===== config.mk =====
export PLATFORM = sky130hd
export DESIGN_NAME = scm_top
export DESIGN_NICKNAME = d
export VERILOG_FILES = /design/src/scm_spi_slave.v /design/src/scm_op_timer.v /design/src/scm_top.v
export VERILOG_INCLUDE_DIRS = /design/src
export SDC_FILE = /design/constraint.sdc
export NUM_CORES = 1
export LEC_CHECK = 0
export ABC_CLOCK_PERIOD_IN_PS = 3000
export BUFFER_PORTS_ARGS = -buffer_cell sky130_fd_sc_hd__buf_2
export CAP_MARGIN = 25
export CELL_PAD_IN_SITES_DETAIL_PLACEMENT = 1
export CELL_PAD_IN_SITES_GLOBAL_PLACEMENT = 2
export CORE_MARGIN = 1
export CORE_UTILIZATION = 38
export CTS_CLUSTER_DIAMETER = 80
export DETAILED_ROUTE_END_ITERATION = 7
export PLACE_DENSITY_LB_ADDON = 0.15
export SYNTH_ARGS = -nofsm -noshare
export SYNTH_HDL_FRONTEND = slang
export SYNTH_SLANG_ARGS = --single-unit
export TNS_END_PERCENT = 5

===== constraint.sdc =====
create_clock -name clk -period 3 [get_ports clk]
set_clock_uncertainty 0.2 [all_clocks]
set_input_delay 0.3 -clock clk [delete_from_list [all_inputs] [get_ports clk]]
set_output_delay 0.3 -clock clk [all_outputs]
set_load 0.1 [all_outputs]

===== src/scm_defines.vh =====
`ifndef SCM_DEFINES_VH
`define SCM_DEFINES_VH
// Behaviour
// - Host sets trigger bit, device clears when done
// - Reset bit7, restore bit6, flash update bit3
// - Software reset reloads registers, restarts sampling
// - Self-test bit1 records per-sensor pass/fail result
// - Self-test takes 12 ms, 35 ms externally clocked
// - Flash write count readable as two words
// - Restore, update, bias null each bump counter
// - Flash test bit2 writes error flag bit6
// - Each line carries exactly one function
// - Conflicting lower-priority enable is cleared automatically
// - Alarm: enable 11, polarity 10, line 9:8
// - Sync: enable 7, edge 6, line 5:4
// - Data-ready: enable 3, polarity 2, line 1:0
// - Line select code 00..11 means lines 1..4
// - Function control resets to 0x000d
// - Sync enable stops internal sampling clock
// - General bits 3:0 set line direction
// - General bits 7:4 read pins, write levels
// - Level bits of general outputs read back, upper byte ignored

// ********
// Clock and operation times
// ********
`define SCM_CLK_HZ 10000000
`define SCM_CYC_PER_MS (`SCM_CLK_HZ / 1000)
`define SCM_T_SWRST_MS 120
`define SCM_T_FACT_MS 75
`define SCM_T_FLUPD_MS 375
`define SCM_T_FLTST_MS 50
`define SCM_T_STEST_MS 12
`define SCM_T_STEXT_MS 35
`define SCM_T_BIAS_MS 375

// ********
// Pages and byte addresses
// ********
`define SCM_PG_STATUS 8'h00
`define SCM_PG_FLASH 8'h02
`define SCM_PG_CTRL 8'h03
`define SCM_A_PAGE 7'h00
`define SCM_A_CMD 7'h02
`define SCM_A_FNC 7'h06
`define SCM_A_GPIO 7'h08
`define SCM_A_SYSERR 7'h08
`define SCM_A_DIAG 7'h0a
`define SCM_A_FCNT_LO 7'h7c
`define SCM_A_FCNT_HI 7'h7e

// ********
// Command bits and field layout
// ********
`define SCM_CMD_SWRST 3'h7
`define SCM_CMD_FACT 3'h6
`define SCM_CMD_FLUPD 3'h3
`define SCM_CMD_FLTST 3'h2
`define SCM_CMD_STEST 3'h1
`define SCM_CMD_BIAS 3'h0
`define SCM_CMD_MASK 8'hcf
`define SCM_FNC_RST 16'h000d
`define SCM_FNC_MASK 16'h0fff
`define SCM_FNC_AL_EN 11
`define SCM_FNC_AL_POL 10
`define SCM_FNC_AL_SEL 9:8
`define SCM_FNC_SY_EN 7
`define SCM_FNC_SY_EDGE 6
`define SCM_FNC_SY_SEL 5:4
`define SCM_FNC_DR_EN 3
`define SCM_FNC_DR_POL 2
`define SCM_FNC_DR_SEL 1:0
`define SCM_OWN_GPIO 2'h0
`define SCM_OWN_DRDY 2'h1
`define SCM_OWN_SYNC 2'h2
`define SCM_OWN_ALRM 2'h3
`define SCM_SYSERR_FLASH 6
`endif


===== src/scm_spi_slave.v =====
`timescale 1ns/1ns
`default_nettype none
// ********
// Serial link slave, clock idles high
// ********
module scm_spi_slave (
  input wire clk,
  input wire rst,
  input wire sclk,
  input wire cs_n,
  input wire mosi,
  input wire [15:0] tx_word,
  output reg miso_q,
  output reg miso_oe_n_q,
  output reg rx_valid_q,
  output reg [15:0] rx_word_q
);
  // Synchroniser chains; stage 2 against 1 gives edges
  reg [2:0] sclk_s_q;
  reg [2:0] cs_s_q;
  reg [1:0] mosi_s_q;
  reg [15:0] tx_sh_q; // Outgoing word
  reg [3:0] bit_q; // Bits taken this frame
  reg [1:0] reload_q; // Waits for the answer to settle
  wire sel = ~cs_s_q[1];
  wire rise = sclk_s_q[1] & ~sclk_s_q[2];
  wire fall = ~sclk_s_q[1] & sclk_s_q[2];
  wire cs_fall = ~cs_s_q[1] & cs_s_q[2];

  // Shift in on rising edges, shift out on falling edges
  always @(posedge clk) begin
    if (rst) begin
      sclk_s_q <= 3'h7;
      cs_s_q <= 3'h7;
      mosi_s_q <= 2'h0;
      tx_sh_q <= 16'h0000;
      bit_q <= 4'h0;
      reload_q <= 2'h0;
      miso_q <= 1'b0;
      miso_oe_n_q <= 1'b1;
      rx_valid_q <= 1'b0;
      rx_word_q <= 16'h0000;
    end else begin
      sclk_s_q <= {sclk_s_q[1:0], sclk};
      cs_s_q <= {cs_s_q[1:0], cs_n};
      mosi_s_q <= {mosi_s_q[0], mosi};
      miso_oe_n_q <= ~sel;
      rx_valid_q <= 1'b0;
      reload_q <= {reload_q[0], 1'b0};
      // Reload two cycles after a frame so the answer is ready
      if (cs_fall || reload_q[1]) begin
        tx_sh_q <= tx_word;
      end else if (sel && fall) begin
        miso_q <= tx_sh_q[15];
        tx_sh_q <= {tx_sh_q[14:0], 1'b0};
      end
      if (!sel) begin
        bit_q <= 4'h0;
      end else if (rise) begin
        rx_word_q <= {rx_word_q[14:0], mosi_s_q[1]};
        bit_q <= bit_q + 4'h1;
        if (bit_q == 4'hf) begin
          rx_valid_q <= 1'b1;
          reload_q <= 2'h1;
        end
      end
    end
  end
endmodule
`default_nettype wire


===== src/scm_op_timer.v =====
`timescale 1ns/1ns
`default_nettype none
// ********
// Operation run timer
// ********
module scm_op_timer (
  input wire clk,
  input wire rst,
  input wire start,
  input wire [31:0] len,
  output reg busy_q,
  output reg done_q,
  output reg [31:0] rem_q
);
  // Counts len cycles down to zero, then pulses done
  always @(posedge clk) begin
    if (rst) begin
      busy_q <= 1'b0;
      done_q <= 1'b0;
      rem_q <= 32'h0;
    end else begin
      done_q <= 1'b0;
      if (start && !busy_q) begin
        busy_q <= 1'b1;
        rem_q <= (len == 32'h0) ? 32'h0 : len - 32'h1;
      end else if (busy_q) begin
        if (rem_q == 32'h0) begin
          busy_q <= 1'b0;
          done_q <= 1'b1;
        end else begin
          rem_q <= rem_q - 32'h1;
        end
      end
    end
  end
endmodule
`default_nettype wire


===== src/scm_top.v =====
`timescale 1ns/1ns
`default_nettype none
`include "scm_defines.vh"
// ********
// System control and line function mux
// ********
module scm_top #(
  parameter [31:0] CYC_PER_MS = `SCM_CYC_PER_MS,
  parameter [31:0] SWRST_CYC = `SCM_T_SWRST_MS * CYC_PER_MS,
  parameter [31:0] FACT_CYC = `SCM_T_FACT_MS * CYC_PER_MS,
  parameter [31:0] FLUPD_CYC = `SCM_T_FLUPD_MS * CYC_PER_MS,
  parameter [31:0] FLTST_CYC = `SCM_T_FLTST_MS * CYC_PER_MS,
  parameter [31:0] STEST_CYC = `SCM_T_STEST_MS * CYC_PER_MS,
  parameter [31:0] STEXT_CYC = `SCM_T_STEXT_MS * CYC_PER_MS,
  parameter [31:0] BIAS_CYC = `SCM_T_BIAS_MS * CYC_PER_MS,
  parameter [15:0] SAMPLE_DIV = 16'h1000,
  parameter [7:0] DRDY_W = 8'h20
) (
  input wire clk,
  input wire rst,
  input wire spi_sclk,
  input wire spi_cs_n,
  input wire spi_mosi,
  output wire spi_miso,
  output wire spi_miso_oe_n,
  input wire [3:0] line_in,
  output wire [3:0] line_out,
  output wire [3:0] line_oe_n,
  input wire alarm_active,
  input wire [15:0] st_fail,
  input wire flash_sum_ok,
  output wire sample_tick,
  output wire st_excite,
  output wire data_flush
);

  // ********
  // Functions
  // ********

  // Drop lower-priority enables that share a line
  function [15:0] scm_resolve;
    input [15:0] f;
    reg [15:0] r;
    begin
      r = f & `SCM_FNC_MASK;
      if (r[`SCM_FNC_DR_EN] && r[`SCM_FNC_SY_EN] &&
          r[`SCM_FNC_DR_SEL] == r[`SCM_FNC_SY_SEL])
        r[`SCM_FNC_SY_EN] = 1'b0;
      if (r[`SCM_FNC_AL_EN] &&
          ((r[`SCM_FNC_DR_EN] && r[`SCM_FNC_DR_SEL] == r[`SCM_FNC_AL_SEL]) ||
           (r[`SCM_FNC_SY_EN] && r[`SCM_FNC_SY_SEL] == r[`SCM_FNC_AL_SEL])))
        r[`SCM_FNC_AL_EN] = 1'b0;
      scm_resolve = r;
    end
  endfunction

  // Which single function owns line i
  function [1:0] scm_owner;
    input [15:0] f;
    input [1:0] i;
    begin
      if (f[`SCM_FNC_DR_EN] && f[`SCM_FNC_DR_SEL] == i)
        scm_owner = `SCM_OWN_DRDY;
      else if (f[`SCM_FNC_SY_EN] && f[`SCM_FNC_SY_SEL] == i)
        scm_owner = `SCM_OWN_SYNC;
      else if (f[`SCM_FNC_AL_EN] && f[`SCM_FNC_AL_SEL] == i)
        scm_owner = `SCM_OWN_ALRM;
      else
        scm_owner = `SCM_OWN_GPIO;
    end
  endfunction

  // Highest pending command goes first, reset above all
  function [2:0] scm_pick;
    input [7:0] p;
    integer k;
    begin
      scm_pick = 3'h0;
      for (k = 0; k < 8; k = k + 1)
        if (p[k])
          scm_pick = k[2:0];
    end
  endfunction

  // ********
  // State
  // ********
  reg [7:0] page_q; // Selected register page
  reg [7:0] pend_q; // Trigger bits pending or running
  reg [15:0] fnc_q; // Line function control
  reg [3:0] dir_q; // General line direction
  reg [3:0] lvl_q; // General line driven level
  reg [15:0] fl_fnc_q; // Flash copy of function control
  reg [3:0] fl_dir_q; // Flash copy of direction
  reg [31:0] fcnt_q; // Flash write count
  reg [15:0] diag_q; // Self-test results
  reg flfail_q; // Flash checksum failed
  reg [15:0] rsp_q; // Answer for the next frame
  reg run_q; // An operation is running
  reg start_q; // Timer start pulse
  reg [2:0] op_q; // Running command bit
  reg [31:0] len_d; // Duration of that command
  reg [15:0] rd_d; // Read mux
  reg [3:0] ls1_q; // Line synchroniser stage 1
  reg [3:0] ls2_q; // Line synchroniser stage 2
  reg sy_prev_q; // Previous sync line level
  reg [15:0] div_q; // Internal sample divider
  reg tick_q; // Sample strobe
  reg [7:0] drdy_cnt_q; // Data-ready active time left
  reg [3:0] lo_q; // Line output levels
  reg [3:0] oe_q; // Line output enables, low drives
  reg exc_q; // Self-excitation on
  reg flush_q; // Data discard pulse
  wire rx_valid;
  wire [15:0] rx_word;
  wire t_busy;
  wire t_done;
  wire [31:0] t_rem;
  wire [3:0] lo_d;
  wire [3:0] oe_d;
  wire [3:0] lvl_rd;

  // ********
  // Link and timer
  // ********
  scm_spi_slave u_spi (
    .clk(clk),
    .rst(rst),
    .sclk(spi_sclk),
    .cs_n(spi_cs_n),
    .mosi(spi_mosi),
    .tx_word(rsp_q),
    .miso_q(spi_miso),
    .miso_oe_n_q(spi_miso_oe_n),
    .rx_valid_q(rx_valid),
    .rx_word_q(rx_word)
  );

  scm_op_timer u_tmr (
    .clk(clk),
    .rst(rst),
    .start(start_q),
    .len(len_d),
    .busy_q(t_busy),
    .done_q(t_done),
    .rem_q(t_rem)
  );

  // Frame decode: bit 15 marks a byte write
  wire wr = rx_valid & rx_word[15];
  wire [6:0] addr = rx_word[14:8];
  wire [7:0] wdat = rx_word[7:0];
  wire [6:0] wa = {addr[6:1], 1'b0};
  wire pg3 = page_q == `SCM_PG_CTRL;
  wire [7:0] cmd_set = (wr && pg3 && addr == `SCM_A_CMD) ?
                       (wdat & `SCM_CMD_MASK) : 8'h00;
  wire sy_en = fnc_q[`SCM_FNC_SY_EN];
  wire rst_run = run_q && op_q == `SCM_CMD_SWRST;
  wire d_rst = t_done && op_q == `SCM_CMD_SWRST;
  wire d_fl = t_done && (op_q == `SCM_CMD_FACT ||
              op_q == `SCM_CMD_FLUPD || op_q == `SCM_CMD_BIAS);
  wire [7:0] clr = t_done ? (8'h01 << op_q) : 8'h00;

  // ********
  // Command sequencer
  // ********

  // Duration of the running command
  always @* begin
    case (op_q)
      `SCM_CMD_SWRST: len_d = SWRST_CYC;
      `SCM_CMD_FACT: len_d = FACT_CYC;
      `SCM_CMD_FLUPD: len_d = FLUPD_CYC;
      `SCM_CMD_FLTST: len_d = FLTST_CYC;
      `SCM_CMD_STEST: len_d = sy_en ? STEXT_CYC : STEST_CYC;
      default: len_d = BIAS_CYC;
    endcase
  end

  // One operation at a time; others wait pending
  always @(posedge clk) begin
    if (rst) begin
      run_q <= 1'b0;
      start_q <= 1'b0;
      op_q <= 3'h0;
      exc_q <= 1'b0;
    end else begin
      start_q <= 1'b0;
      if (!run_q && pend_q != 8'h00) begin
        op_q <= scm_pick(pend_q);
        run_q <= 1'b1;
        start_q <= 1'b1;
      end else if (t_done) begin
        run_q <= 1'b0;
      end
      // Excitation in the second half: off-measure, then on-measure
      exc_q <= t_busy && op_q == `SCM_CMD_STEST &&
               t_rem < {1'b0, len_d[31:1]};
    end
  end

  // ********
  // Register bank
  // ********

  // Host writes, command effects and reset reload
  always @(posedge clk) begin
    if (rst) begin
      page_q <= `SCM_PG_STATUS;
      pend_q <= 8'h00;
      fnc_q <= `SCM_FNC_RST;
      dir_q <= 4'h0;
      lvl_q <= 4'h0;
      fl_fnc_q <= `SCM_FNC_RST;
      fl_dir_q <= 4'h0;
      fcnt_q <= 32'h0;
      diag_q <= 16'h0000;
      flfail_q <= 1'b0;
    end else begin
      // New trigger wins over the clear of the same bit
      pend_q <= (pend_q & ~clr) | cmd_set;
      if (wr && addr == `SCM_A_PAGE)
        page_q <= wdat;
      if (wr && pg3) begin
        // Byte writes land at once; each resolves against the other byte as it stands, so order matters
        case (addr)
          `SCM_A_FNC: fnc_q <= scm_resolve({fnc_q[15:8], wdat});
          `SCM_A_FNC + 7'h01: fnc_q <= scm_resolve({wdat, fnc_q[7:0]});
          `SCM_A_GPIO: begin
            dir_q <= wdat[3:0];
            lvl_q <= wdat[7:4];
          end
          default: ; // Upper gpio byte ignored
        endcase
      end
      if (d_fl)
        fcnt_q <= fcnt_q + 32'h1;
      if (t_done && op_q == `SCM_CMD_FLUPD) begin
        fl_fnc_q <= fnc_q;
        fl_dir_q <= dir_q;
      end
      if (t_done && op_q == `SCM_CMD_FACT) begin
        fl_fnc_q <= `SCM_FNC_RST;
        fl_dir_q <= 4'h0;
      end
      if (t_done && op_q == `SCM_CMD_FLTST)
        flfail_q <= ~flash_sum_ok;
      if (t_done && op_q == `SCM_CMD_STEST)
        diag_q <= st_fail;
      // Software reset: reload from flash, drop results
      if (d_rst) begin
        page_q <= `SCM_PG_STATUS;
        fnc_q <= scm_resolve(fl_fnc_q);
        dir_q <= fl_dir_q;
        lvl_q <= 4'h0;
        diag_q <= 16'h0000;
        flfail_q <= 1'b0;
      end
    end
  end

  // Read mux, word address with bit 0 ignored
  always @* begin
    rd_d = 16'h0000;
    if (wa == `SCM_A_PAGE)
      rd_d = {8'h00, page_q};
    else if (page_q == `SCM_PG_STATUS && wa == `SCM_A_SYSERR)
      rd_d = {9'h000, flfail_q, 6'h00};
    else if (page_q == `SCM_PG_STATUS && wa == `SCM_A_DIAG)
      rd_d = diag_q;
    else if (page_q == `SCM_PG_FLASH && wa == `SCM_A_FCNT_LO)
      rd_d = fcnt_q[15:0];
    else if (page_q == `SCM_PG_FLASH && wa == `SCM_A_FCNT_HI)
      rd_d = fcnt_q[31:16];
    else if (pg3 && wa == `SCM_A_CMD)
      rd_d = {8'h00, pend_q};
    else if (pg3 && wa == `SCM_A_FNC)
      rd_d = fnc_q;
    else if (pg3 && wa == `SCM_A_GPIO)
      rd_d = {8'h00, lvl_rd, dir_q};
  end

  // Answer is latched at frame end, shifted out next frame
  always @(posedge clk) begin
    if (rst)
      rsp_q <= 16'h0000;
    else if (rx_valid)
      rsp_q <= rx_word[15] ? 16'h0000 : rd_d;
  end

  // ********
  // Sampling and data-ready
  // ********

  // Line pins cross into the clock domain
  always @(posedge clk) begin
    if (rst) begin
      ls1_q <= 4'h0;
      ls2_q <= 4'h0;
    end else begin
      ls1_q <= line_in;
      ls2_q <= ls1_q;
    end
  end

  wire sy_lvl = ls2_q[fnc_q[`SCM_FNC_SY_SEL]];
  wire sy_edge = fnc_q[`SCM_FNC_SY_EDGE] ? (sy_lvl & ~sy_prev_q) :
                 (~sy_lvl & sy_prev_q);

  // Sample strobe from divider or external edge
  always @(posedge clk) begin
    if (rst) begin
      sy_prev_q <= 1'b0;
      div_q <= 16'h0000;
      tick_q <= 1'b0;
      drdy_cnt_q <= 8'h00;
      flush_q <= 1'b0;
    end else begin
      sy_prev_q <= sy_lvl;
      flush_q <= d_rst;
      tick_q <= 1'b0;
      // Divider halts under sync so no stray samples come
      if (sy_en || rst_run || div_q == SAMPLE_DIV - 16'h1)
        div_q <= 16'h0000;
      else
        div_q <= div_q + 16'h1;
      if (!rst_run)
        tick_q <= sy_en ? sy_edge : (div_q == SAMPLE_DIV - 16'h1);
      // Data-ready stands for a fixed time after each sample
      if (rst_run)
        drdy_cnt_q <= 8'h00;
      else if (tick_q)
        drdy_cnt_q <= DRDY_W;
      else if (drdy_cnt_q != 8'h00)
        drdy_cnt_q <= drdy_cnt_q - 8'h01;
    end
  end

  wire drdy_act = drdy_cnt_q != 8'h00;

  // ********
  // Line function mux
  // ********
  genvar g;
  generate
    for (g = 0; g < 4; g = g + 1) begin : g_line
      wire [1:0] own = scm_owner(fnc_q, g[1:0]);
      wire gp = own == `SCM_OWN_GPIO;
      // General output lines read back their level, others the pin
      assign lvl_rd[g] = (gp && dir_q[g]) ? lvl_q[g] : ls2_q[g];
      assign lo_d[g] = (own == `SCM_OWN_DRDY) ?
                       (drdy_act ~^ fnc_q[`SCM_FNC_DR_POL]) :
                       (own == `SCM_OWN_ALRM) ?
                       (alarm_active ~^ fnc_q[`SCM_FNC_AL_POL]) :
                       lvl_q[g];
      assign oe_d[g] = (own == `SCM_OWN_SYNC) ? 1'b1 :
                       gp ? ~dir_q[g] : 1'b0;
    end
  endgenerate

  // Pin drivers registered
  always @(posedge clk) begin
    if (rst) begin
      lo_q <= 4'h0;
      oe_q <= 4'hf;
    end else begin
      lo_q <= lo_d;
      oe_q <= oe_d;
    end
  end

  assign line_out = lo_q;
  assign line_oe_n = oe_q;
  assign sample_tick = tick_q;
  assign st_excite = exc_q;
  assign data_flush = flush_q;
endmodule
`default_nettype wire


-- Word-level counts from Yosys, hierarchy flattened
Index checks and enable logic that the tools add are counted.
- bits in registers: 253
- input port bits: 27
- output and inout port bits: 13
- mux-type cells: 91
- $lt $le $gt $ge: 2
- eq/ne operators: 53
- shifts and indexed selects: 1
- reduce and logical (&&, ||, !) cells: 110
- add/sub/neg operators: 6
- bitwise gates (word level): 24
- operators by type and width (cell ; number):
    $mux 16 ; 10
    $mux 32 ; 4
    $pmux 22 s4 ; 1
    $logic_not 32->1 ; 2
    $logic_and 1x1->1 ; 53
    $mux 1 ; 42
    $add 32x1->32 const B ; 1
    $lt 32x31->1 ; 1
    $pmux 16 s2 ; 1
    $sub 32x1->32 const B ; 1
    $mux 2 ; 15
    $eq 2x2->1 const B ; 14
    $mux 12 ; 2
    $mux 8 ; 3
    $sub 22x1->23 const B ; 1
    $mux 19 ; 1
    $eq 2x2->1 ; 9
    $mux 3 ; 6
    $reduce_bool 2->1 ; 9
    $reduce_or 2->1 ; 9
    $add 16x1->16 const B ; 1
    $eq 16x12->1 const B ; 1
    $eq 8x2->1 const B ; 2
    $reduce_bool 8->1 ; 2
    other kinds (38) ; 96

-- Longest topological paths before layout
Gate-level depths: netlist of the first run.
- word-level depth: 17
- mapped depth: 11
- depth with buffers taken out: 9

-- By module
From an unflattened synthesis of the first run, not the netlist that was laid out.
- cell total of the unflattened synthesis: 1620
- area total of the unflattened synthesis: 13183.9 sq um
- by module, submodules not included (module ; area an instance (sq um) ; times used ; seq. area each (sq um) ; cells an instance):
    scm_top ; 8625.8 ; 1 ; 3323.2 ; 1055
    scm_op_timer ; 2650.0 ; 1 ; 680.7 ; 354
    scm_spi_slave ; 1908.1 ; 1 ; 940.9 ; 211

-- Worst setup path before layout of the first run
OpenSTA, ideal clock, no wires.
- kind: flip-flop to flip-flop
- start point: reg op_q[2]
- end point: reg exc_q, in the netlist st_excite
- cell stages (with the launch flop): 10
- arrival: 2413 ps
- slack: 253 ps
- buffers on the path: 2
- period minus slack after synthesis: 2747 ps
- path through: dfxtp_1 clkbuf_1 nand2b_1 clkbuf_1 o21ai_0 ha_1 nand2_1 or4b_2 a2111oi_0 a211oi_1
- word-level cells in the longest chain between the ends: 4
- RTL lines (what ; line ; source):
    start: declaration ; scm_top.v:102 ; reg [2:0] op_q;
    start signal: assignment ; scm_top.v:191 ; op_q <= scm_pick(pend_q);
    $eq 3x1->1 (tied with other cells) ; scm_top.v:171 ; case (op_q)
    $pmux 22 s4 ; scm_top.v:171 ;
    $lt 32x31->1 ; scm_top.v:199 ; t_rem < {1'b0, len_d[31:1]};
    $logic_and 1x1->1 * ; scm_top.v:198 ; exc_q <= t_busy && op_q == `SCM_CMD_STEST &&
    end signal: assignment ; scm_top.v:198 ;
    end: declaration ; scm_top.v:113 ; reg exc_q;
Every way passes the cells marked *; elsewhere a longest branch is shown, timed or not.
A chain may end at the register's enable or synchronous reset.

-- Final worst setup path of the first run
- start point: reg op_q[1]
- end point: reg exc_q, in the netlist st_excite
The elaborated chain is that of the path after synthesis.

==> key figures, run 1 <==
Layout
  • Fraction of layout cells with a size suffix above 1: 0.121
  • N_diodes: 0
  • Final design utilization: 0.454
  • Post-route cell area: between 10000 and 15000 sq um
  • Final #Nets: around 1.6k
  • P&R area growth vs syn: 16.1%

CTS
  • Clk Latency, worst-skew pair: 550 ps
  • Setup repair bufs after CTS: 0
  • CTS clk-pin slew, worst paths: 60 ps
  • TritonCTS clock tree: done
  • H-tree levels: 1
  • Root buf cell: clkbuf_16
  • CTS Buf Count: 30
  • Clock Sinks: between 200 and 250
  • Clock Tree Buf Depth: 3

Global routing
  • Number of global-route vias before repair: 11.4k
  • Pin count of the biggest net entering global routing: between 50 and 60
  • Global-route wire length before repair: ~65 mm
  • Total grt overflow: 0
  • Overall Global Routing Usage: 0.247
  • Antenna violations before repair: 0

Critical path
  • Crit Path Class: register to register
  • Arrival @ worst endpoint: 3030 ps
  • Crit path max fanout: 13
  • Critical path required time: between 3000 and 4000 ps
  • Critical path endpoint category: register
  • Startpoint type of the worst setup path: register

Synthesis
  • Mean post-synth cell area: between 8 and 9 sq um
  • #FFs+latches synth: around 250
  • Largest cells by area after synthesis: dfxtp_1 (40%), a21oi_1 (5.5%), nand2_1 (5.2%)
  • Total of warnings raised by yosys: 0
  • Area leader, netlist: dfxtp_1
  • Syn nets: roughly 1.6k
  • Post-Synthesis Cells: 1514
  • Most frequent cells after synthesis: dfxtp_1 (247), nand2_1 (173), nor2_1 (151)
  • Number of synthesized flops with an enable pin: 0
  • Async S/R FF share, synth: 0
  • Post-Syn Area: between 10000 and 15000 sq um
  • Top-count cell post-synth: dfxtp_1
  • Post-synthesis sequential area ratio: 0.397
  • Top_reg_cell synth: dfxtp_1
  • Area share of the largest cell type after synthesis: 0.397
  • Library cells used by synthesis: 81

Drt
  • Drt drc: 0
  • Initial DRC Count: between 600 and 700
  • DRT Pass-1 Iters: 4
  • WL per Instance: approximately 20 um
  • Remaining antenna violation count: 0
  • Vias/cell: 5.66
  • Vias: between 10k and 15k
  • Final wirelength: approximately 41 mm

Timing
  • Worst Setup Slack, final: ~180 ps
  • Setup violators final: 0
  • Setup TNS: 0 ps
  • Hold WS: approximately 35 ps
  • Max Slew Vio Count: 0
  • Fin crit share: 0.940
  • RSZ-0062 raised after global routing: false
  • Relative slew slack: 0.379
  • Worst-Margin Slew: between 900 and 1000 ps
  • Final min period: roughly 2800 ps
  • Fmax: 0.354 GHz
  • Hold Vio Cnt, Final: 0

Job
  • Max-cap viol count: 0

Status
  • Status: finished clean

Pwr
  • Pwr dens: between 500 and 600 nW/um^2
  • Maximum vdd drop: approximately 0.00045 V
  • Lkg Pwr: between 0.005 and 0.006 uW

Floorplanning
  • Num rows: 65
  • Chip Height: around 180 um
  • Initial core utilization: 0.391
  • Die width: about 180 um
  • I/O pins: 40
  • Die area: around 34000 sq um
  • Core Region: ~32000 sq um

Placement
  • Placed cell area: 13300 sq um
  • Worst slack at placement: 117 ps
  • IO Port Bufs: 39
  • Final GP Congestion: a little under 0.9
  • Post-DP HPWL: slightly below 30 mm

Min path
  • Hold Path Class: input port to register
## cells by family (layout without fill, tap and decap cells)
kind of cell    Yosys count  count (layout)  synth area share
buf+inv                 135             213            0.0431
mux                      58              58            0.0480
compound gates          351             351             0.187
fa+ha+maj                23              23            0.0231
flops                   247             247             0.397
xor+xnor                 59              59            0.0426
simple gates            641             641             0.260
## path summary, 6_finish.rpt
kind / startpoint / slack [ps] / depth (start not counted) / to
hold / removal: alarm_active / 30 / 4 / line_out[3]
setup reg to reg: op_q[1] / 180 / 8 / st_excite
hold reg to reg: ls1_q[3] / 240 / 1 / ls2_q[3]
setup / recovery: op_q[1] / 180 / 8 / st_excite
## per-stage QoR
step	power, uW	cells
finish	7320	2027
global placement	3950	1951
detailed placement	3960	1951
global route	7620	2027
floorplan	3820	1514
CTS	7410	2026
## registers in the layout, indices dropped and copies added (netlist names), 16 cells and up
name and count:
fcnt_q 32, diag_q 16, u_spi.tx_sh_q 16, u_spi.rx_word_q 16, div_q 16, u_tmr.rem_q 32, rsp_q 16
## critical path, stage by stage, from the launching register on
cell       delay [ps]
dfxtp_2           380
and2_1            230
nand2_1           190
o21ai_0           170
ha_1              310
nand2_1            60
or4b_2            700
a2111oi_0         320
a211oi_1          130
## where the power goes
group	switching [uW]	internal [uW]
registers	57.8	3360
clock network	1440	1970
logic	295	191
total	1800	5520
## layer usage
metal  GRT usage  share of wire  vias up
met5           0              0        -
met1       0.353           0.50     5664
met4      0.0567          0.019        0
li1            -              -     5604
met3      0.0222          0.025       56
met2       0.400           0.46      142
## what timing repair did
item | in CTS | in global routing
gates resized for setup | 0 | 1
endpoints found under the hold margin | 24 | 0
setup endpoints to repair | 0 | 1
hold buffers | 24 | 0
## area by class of cell
cell class	instances	area, sq um
Clock inverter	9	53.8
Clock buffer	42	857
Fill cell	3790	17400
Tap cell	435	544
Sequential cell	247	4950
Multi-Input combinational cell	1132	6990
Timing Repair Buffer	128	951
Inverter	34	128
## placed cells by master (no fill, tap or decap), types with 21 or more instances in the layout
master,Yosys,final
a211oi_1,37,37
a21oi_1,137,136
and3_1,27,27
buf_2,4,38
buf_4,2,63
clkbuf_16,0,31
dfxtp_1,247,246
dlygate4sd3_1,0,24
ha_1,23,23
inv_1,34,34
mux2i_1,53,53
nand2_1,173,173
nand3_1,53,53
nand4_1,36,36
nor2_1,151,151
nor2b_1,24,24
nor3_1,33,33
o21ai_0,34,34
o31ai_1,21,21
or3_1,21,21
or4_1,25,25
xnor2_1,35,35
xor2_1,23,23
Power figures use the tool's default switching activity.
==> run 2, diff against run 1 <==
Settings changed: REMOVE_ABC_BUFFERS set to 1.
==> run 2 against run 1 <==
Compared with the run above:
- first-iteration DRC count down 11%
- largest power group is now the clock network
- cell area up 1.5%
- power up 4.5%
- sequential share of layout area down 0.51 points
- final cell count up 0.99%
- utilization up 0.68 points
- clock power up 9.4%
- sequential cell count unchanged
- count of clock-buffer cells in the layout unchanged
- wire length down 0.35%
- non-clock buffer count up 17
==> key figures, run 2 (same netlist as run 1, synthesis figures left out) <==
Critical path
  • Startpoint type of the worst setup path: register
  • Crit Path Class: register to register
  • Crit path max fanout: 5 (-8)
  • Arrival @ worst endpoint: 3070 ps (+40 ps)
  • R2R Setup Slk: 210 ps (+30 ps)
  • Critical path required time: 3280 ps (+70 ps)
  • Critical path endpoint category: register

Floorplanning
  • Num rows: 65 (unchanged)
  • I/O pins: 40 (unchanged)
  • Core Region: 31900 sq um (unchanged)
  • Die area: 33500 sq um (unchanged)
  • Chip Height: 183 um (unchanged)
  • Initial core utilization: 0.391 (unchanged)
  • Die width: 183 um (unchanged)

CTS
  • TritonCTS clock tree: done
  • CTS clk-pin slew, worst paths: 60 ps (about the same)
  • Root buf cell: clkbuf_16
  • Clock Sinks: 247 (unchanged)
  • Clock Tree Buf Depth: 3 (unchanged)
  • H-tree levels: 1 (unchanged)
  • Clk Latency, worst-skew pair: 560 ps (about the same)
  • CTS Buf Count: 30 (unchanged)

Layout
  • Final #Nets: 1640 (+1.0%)
  • P&R area growth vs syn: 17.8%
  • Regs by FF count: fcnt_q (32), u_tmr.rem_q (32)
  • Fraction of layout cells with a size suffix above 1: 0.134 (+0.0134)
  • Final design utilization: 0.461 (+0.00675)
  • Commonest cells after routing, fill and taps aside: dfxtp_1 (247), nand2_1 (173), nor2_1 (151)
  • N_diodes: 0 (unchanged)
  • Commonest non-fill, non-tap cell in the layout: dfxtp_1

Status
  • Status: finished clean

Timing
  • Fmax: 0.359 GHz (+1.2%)
  • Setup violators final: 0 (unchanged)
  • Hold Vio Cnt, Final: 0 (unchanged)
  • Max Slew Vio Count: 0 (unchanged)
  • RSZ-0062 raised after global routing: false
  • Setup TNS: 0 ps (unchanged)
  • Fin crit share: 0.929 (-0.0112)
  • Worst-Margin Slew: 961 ps (+53.3 ps)
  • Relative slew slack: 0.343 (-0.0364)
  • Final min period: 2790 ps (-33.6 ps)

Drt
  • Initial DRC Count: 614 (-11%)
  • DRT Pass-1 Iters: 5 (+1)
  • Remaining antenna violation count: 0 (unchanged)
  • WL per Instance: 20.0 um (-1.3%)
  • Vias/cell: 5.65 (-0.19%)
  • Vias: 11.6k (+0.79%)
  • Drt drc: 0 (unchanged)
  • Final wirelength: 41.0 mm (-0.35%)

Global routing
  • Pin count of the biggest net entering global routing: 47 (-11%)
  • Number of global-route vias before repair: 11.7k (+2.6%)
  • Overall Global Routing Usage: 0.245 (-0.00203)
  • Global-route wire length before repair: 65.2 mm (-0.11%)
  • Antenna violations before repair: 0 (unchanged)
  • Total grt overflow: 0 (unchanged)

Job
  • Max-cap viol count: 0 (unchanged)

Pwr
  • Lkg Pwr: 0.00537 uW (+2.7%)
  • Maximum vdd drop: 0.000444 V (-2.1%)
  • Pwr dens: 521 nW/um^2 (+3.0%)

Placement
  • Post-DP HPWL: 29.5 mm (+0.43%)
  • IO Port Bufs: 39 (unchanged)
  • Final GP Congestion: 0.877 (-0.89%)

Min path
  • Hold Path Class: input port to register
run 2: changes by cell type in the layout (fill, tap and decap cells not counted), sizes merged:
cell      delta
clkbuf       -1
bufinv       +2
clkinvlp     -2
clkinv       +3
buf         +18
run 2: layout make-up:
cell class              instances  area, sq um
fillers                      3824        17200
multi-input cells            1132         6990
flip-flops and latches        247         4940
repair buffers                145         1050
clock buffers                  42          907
well taps                     435          544
inverters                      34          128
clock inverters                12          118
run 2: final timing paths:
path	from	endpoint	depth (start not counted)
worst max-delay path	u_tmr.rem_q[0]	u_tmr.rem_q[14]	8
worst max register to register	u_tmr.rem_q[0]	u_tmr.rem_q[14]	8
worst min register to register	u_spi.sclk_s_q[0]	u_spi.sclk_s_q[1]	1
worst min-delay path	rst	drdy_cnt_q[5]	3
run 2: repair_timing:
| action | in CTS | in global routing |
|---|---|---|
| buffers inserted | 0 | 0 |
| gates resized for setup | 0 | 1 |
| hold buffers | 24 | 0 |
| endpoints found under the setup margin | 0 | 1 |
| endpoints found under the hold margin | 24 | 0 |
run 2: metrics by stage:
step / instance area (sq um) / hold slack [ps] / instances / total power [uW] / worst slack (ps)
after floorplan: 12100 / 166 / 1413 / 3800 / 157
after global placement: 13400 / 195 / 1969 / 3950 / 295
after detailed placement: 13400 / 207 / 1969 / 3970 / 174
after CTS: 14700 / 1.64 / 2047 / 7740 / 180
after global routing: 14700 / 36.8 / 2047 / 7930 / 26.8
final: 14700 / 22.5 / 2047 / 7650 / 213
run 2: where the power goes:
group / total (uW) / leakage (uW) / internal [uW] / switching (uW)
registers: 3420 / 0.00200 / 3360 / 57.5
clock network: 3730 / 0.000517 / 2260 / 1470
logic: 502 / 0.00285 / 191 / 311
total: 7650 / 0.00537 / 5810 / 1840
run 2: layer usage:
metal / wire [um] / track usage
met3: 1490 / 0.0300
met4: 1220 / 0.0790
met5: 0 / 0
met2: 19000 / 0.405
met1: 19300 / 0.330
run 2: critical path, stage by stage, from the launching register on:
cell and delay, ps:
dfxtp_1 320, inv_1 100, ha_1 230, or4b_1 540, buf_4 190, nor3_2 350, nand2_1 170, or3_1 350
a311oi_2 260
==> run 3, diff against run 2 <==
Settings changed: ABC_CLOCK_PERIOD_IN_PS 3000 to 2700, GPL_ROUTABILITY_DRIVEN set to 0.
Clock period 3 ns to 2.7 ns, I/O delays scaled along.
==> run 3 against run 2 <==
Compared with the run above:
- sequential share of layout area fell by 0.70 points
- non-clock buffer count rose by 28
- sequential cell count did not move
- highest routed layer unchanged
- hold slack improved by 190 ps
- critical path depth fell by 1
- die area did not move
==> key figures, run 3 (same netlist as run 1, synthesis figures left out) <==
Timing
  • Final min period: 2550 ps (-238 ps)
  • Hold Vio Cnt, Final: 0 (unchanged)
  • Hold WS: 208 ps (+185 ps)
  • Fin crit share: 0.944 (+0.0151)
  • RSZ-0062 raised after global routing: false
  • Setup violators final: 0 (unchanged)
  • Max Slew Vio Count: 0 (unchanged)
  • Relative slew slack: 0.458 (+0.116)
  • Worst-Margin Slew: 792 ps (-169 ps)
  • Fmax: 0.392 GHz (+9.3%)

Drt
  • Final wirelength: 40.9 mm (-0.34%)
  • Drt drc: 0 (unchanged)
  • Remaining antenna violation count: 0 (unchanged)
  • Initial DRC Count: 713 (+16%)
  • Vias/cell: 5.62 (-0.51%)
  • Vias: 11.7k (+0.80%)
  • DRT Pass-1 Iters: 5 (unchanged)
  • WL per Instance: 19.7 um (-1.6%)

Layout
  • Commonest cells after routing, fill and taps aside: dfxtp_1 (245), nand2_1 (173), nor2_1 (151)
  • N_diodes: 0 (unchanged)
  • Final design utilization: 0.471 (+0.00997)
  • Fraction of layout cells with a size suffix above 1: 0.150 (+0.0161)
  • Fill cell count: 3807 (-0.44%)
  • P&R area growth vs syn: 20.4%
  • Commonest non-fill, non-tap cell in the layout: dfxtp_1
  • Final #Nets: 1668 (+1.7%)
  • Regs by FF count: fcnt_q (32), u_tmr.rem_q (32)

Critical path
  • Arrival @ worst endpoint: 2800 ps (-270 ps)
  • Critical path required time: 2950 ps (-330 ps)
  • Startpoint type of the worst setup path: register
  • Crit Path Class: register to register
  • Crit path max fanout: 6 (+1)
  • Critical path endpoint category: register

Pwr
  • NetSw: 2040 uW (+11%)
  • Lkg Pwr: 0.00553 uW (+3.1%)
  • Pwr dens: 582 nW/um^2 (+12%)
  • Maximum vdd drop: 0.000498 V (+12%)
  • Sw frac: 0.233 (-0.00683)
  • Clk pwr share: 0.499 (+0.011)
  • Comb pwr share: 0.067 (about the same)
  • Cell internal pwr: 6690 uW (+15%)
  • Share of power burned in registers: 0.435 (-0.012)

CTS
  • Setup repair bufs after CTS: 0 (unchanged)
  • H-tree levels: 1 (unchanged)
  • Root buf cell: clkbuf_16
  • CTS Buf Count: 30 (unchanged)
  • CTS clk-pin slew, worst paths: 60 ps (about the same)
  • Clock Sinks: 247 (unchanged)
  • Clock Tree Buf Depth: 3 (unchanged)
  • Clk Latency, worst-skew pair: 570 ps (about the same)
  • TritonCTS clock tree: done

Global routing
  • Overall Global Routing Usage: 0.246 (+0.000758)
  • Pin count of the biggest net entering global routing: 64 (+36%)
  • Total grt overflow: 0 (unchanged)
  • Number of global-route vias before repair: 11.6k (-0.72%)
  • Antenna violations before repair: 1 (+1)
  • Global-route wire length before repair: 65.4 mm (+0.23%)

Floorplanning
  • Core Region: 31900 sq um (unchanged)
  • Initial core utilization: 0.391 (unchanged)
  • Num rows: 65 (unchanged)
  • I/O pins: 40 (unchanged)
  • Die area: 33500 sq um (unchanged)
  • Chip Height: 183 um (unchanged)
  • Die width: 183 um (unchanged)

Min path
  • Hold Path Class: register to register

Placement
  • Post-DP HPWL: 29.7 mm (+0.66%)
  • IO Port Bufs: 39 (unchanged)

Status
  • Status: finished clean

Job
  • Max-cap viol count: 0 (unchanged)
[run 3: worst paths after layout]
path / from / endpoint / slack, ps / cells past startpoint
worst min register to register: u_spi.sclk_s_q[0] / u_spi.sclk_s_q[1] / 210 / 1
worst min-delay path: u_spi.sclk_s_q[0] / u_spi.sclk_s_q[1] / 210 / 1
worst max register to register: op_q[0] / st_excite / 150 / 7
worst max-delay path: op_q[0] / st_excite / 150 / 7
[run 3: cell type report]
class,instances,area (sq um),share of cell area
clock buffer,43,921,0.0614
timing repair buffer,173,1280,0.0856
multi-input combinational,1132,7020,0.468
tap,435,544,0.0363
clock inverter,10,160,0.0107
sequential,247,4950,0.330
inverter,34,128,0.00850
[run 3: power by group through the flow]
stage               sequential, uW  clock [uW]  combinational [uW]
floorplan                     3900           0                 314
global placement              3870           0                 535
detailed placement            3870           0                 550
CTS                           3790        4450                 591
global route                  3800        4620                 643
finish                        3790        4350                 583
[run 3: repair_timing]
action                                  4_1_cts  5_1_grt
endpoints found under the setup margin        1        4
resized for setup                             1        8
hold buffers                                 27        0
cloned                                        0        0
endpoints found under the hold margin        34        0
[run 3: routing by layer]
metal  share of wire  routed length [um]  track usage
met2            0.46               18800        0.405
met5               0                   0            0
met3           0.040                1640       0.0320
met4           0.021                 860       0.0563
met1            0.48               19600        0.340
[run 3: stage by stage]
stage | cell area, sq um | instances | power [uW] | worst slack [ps] | setup TNS (ps)
2_1_floorplan | 12100 | 1413 | 4220 | -143 | -2170
3_3_place_gp | 13600 | 1994 | 4410 | 77.4 | 0
3_5_place_dp | 13600 | 1994 | 4420 | -43.2 | -43.2
4_1_cts | 15000 | 2074 | 8840 | 1.40 | 0
5_1_grt | 15000 | 2074 | 9070 | 12.7 | 0
6_report | 15000 | 2074 | 8730 | 150 | 0
[run 3: worst max-delay path, cell delays in order, from the launching register on]
cell       delay, ps
dfxtp_1          430
nand2b_1         160
o21ai_0          160
ha_1             330
nand2_1           70
or4b_2           710
a2111oi_2        250
a211oi_1         120
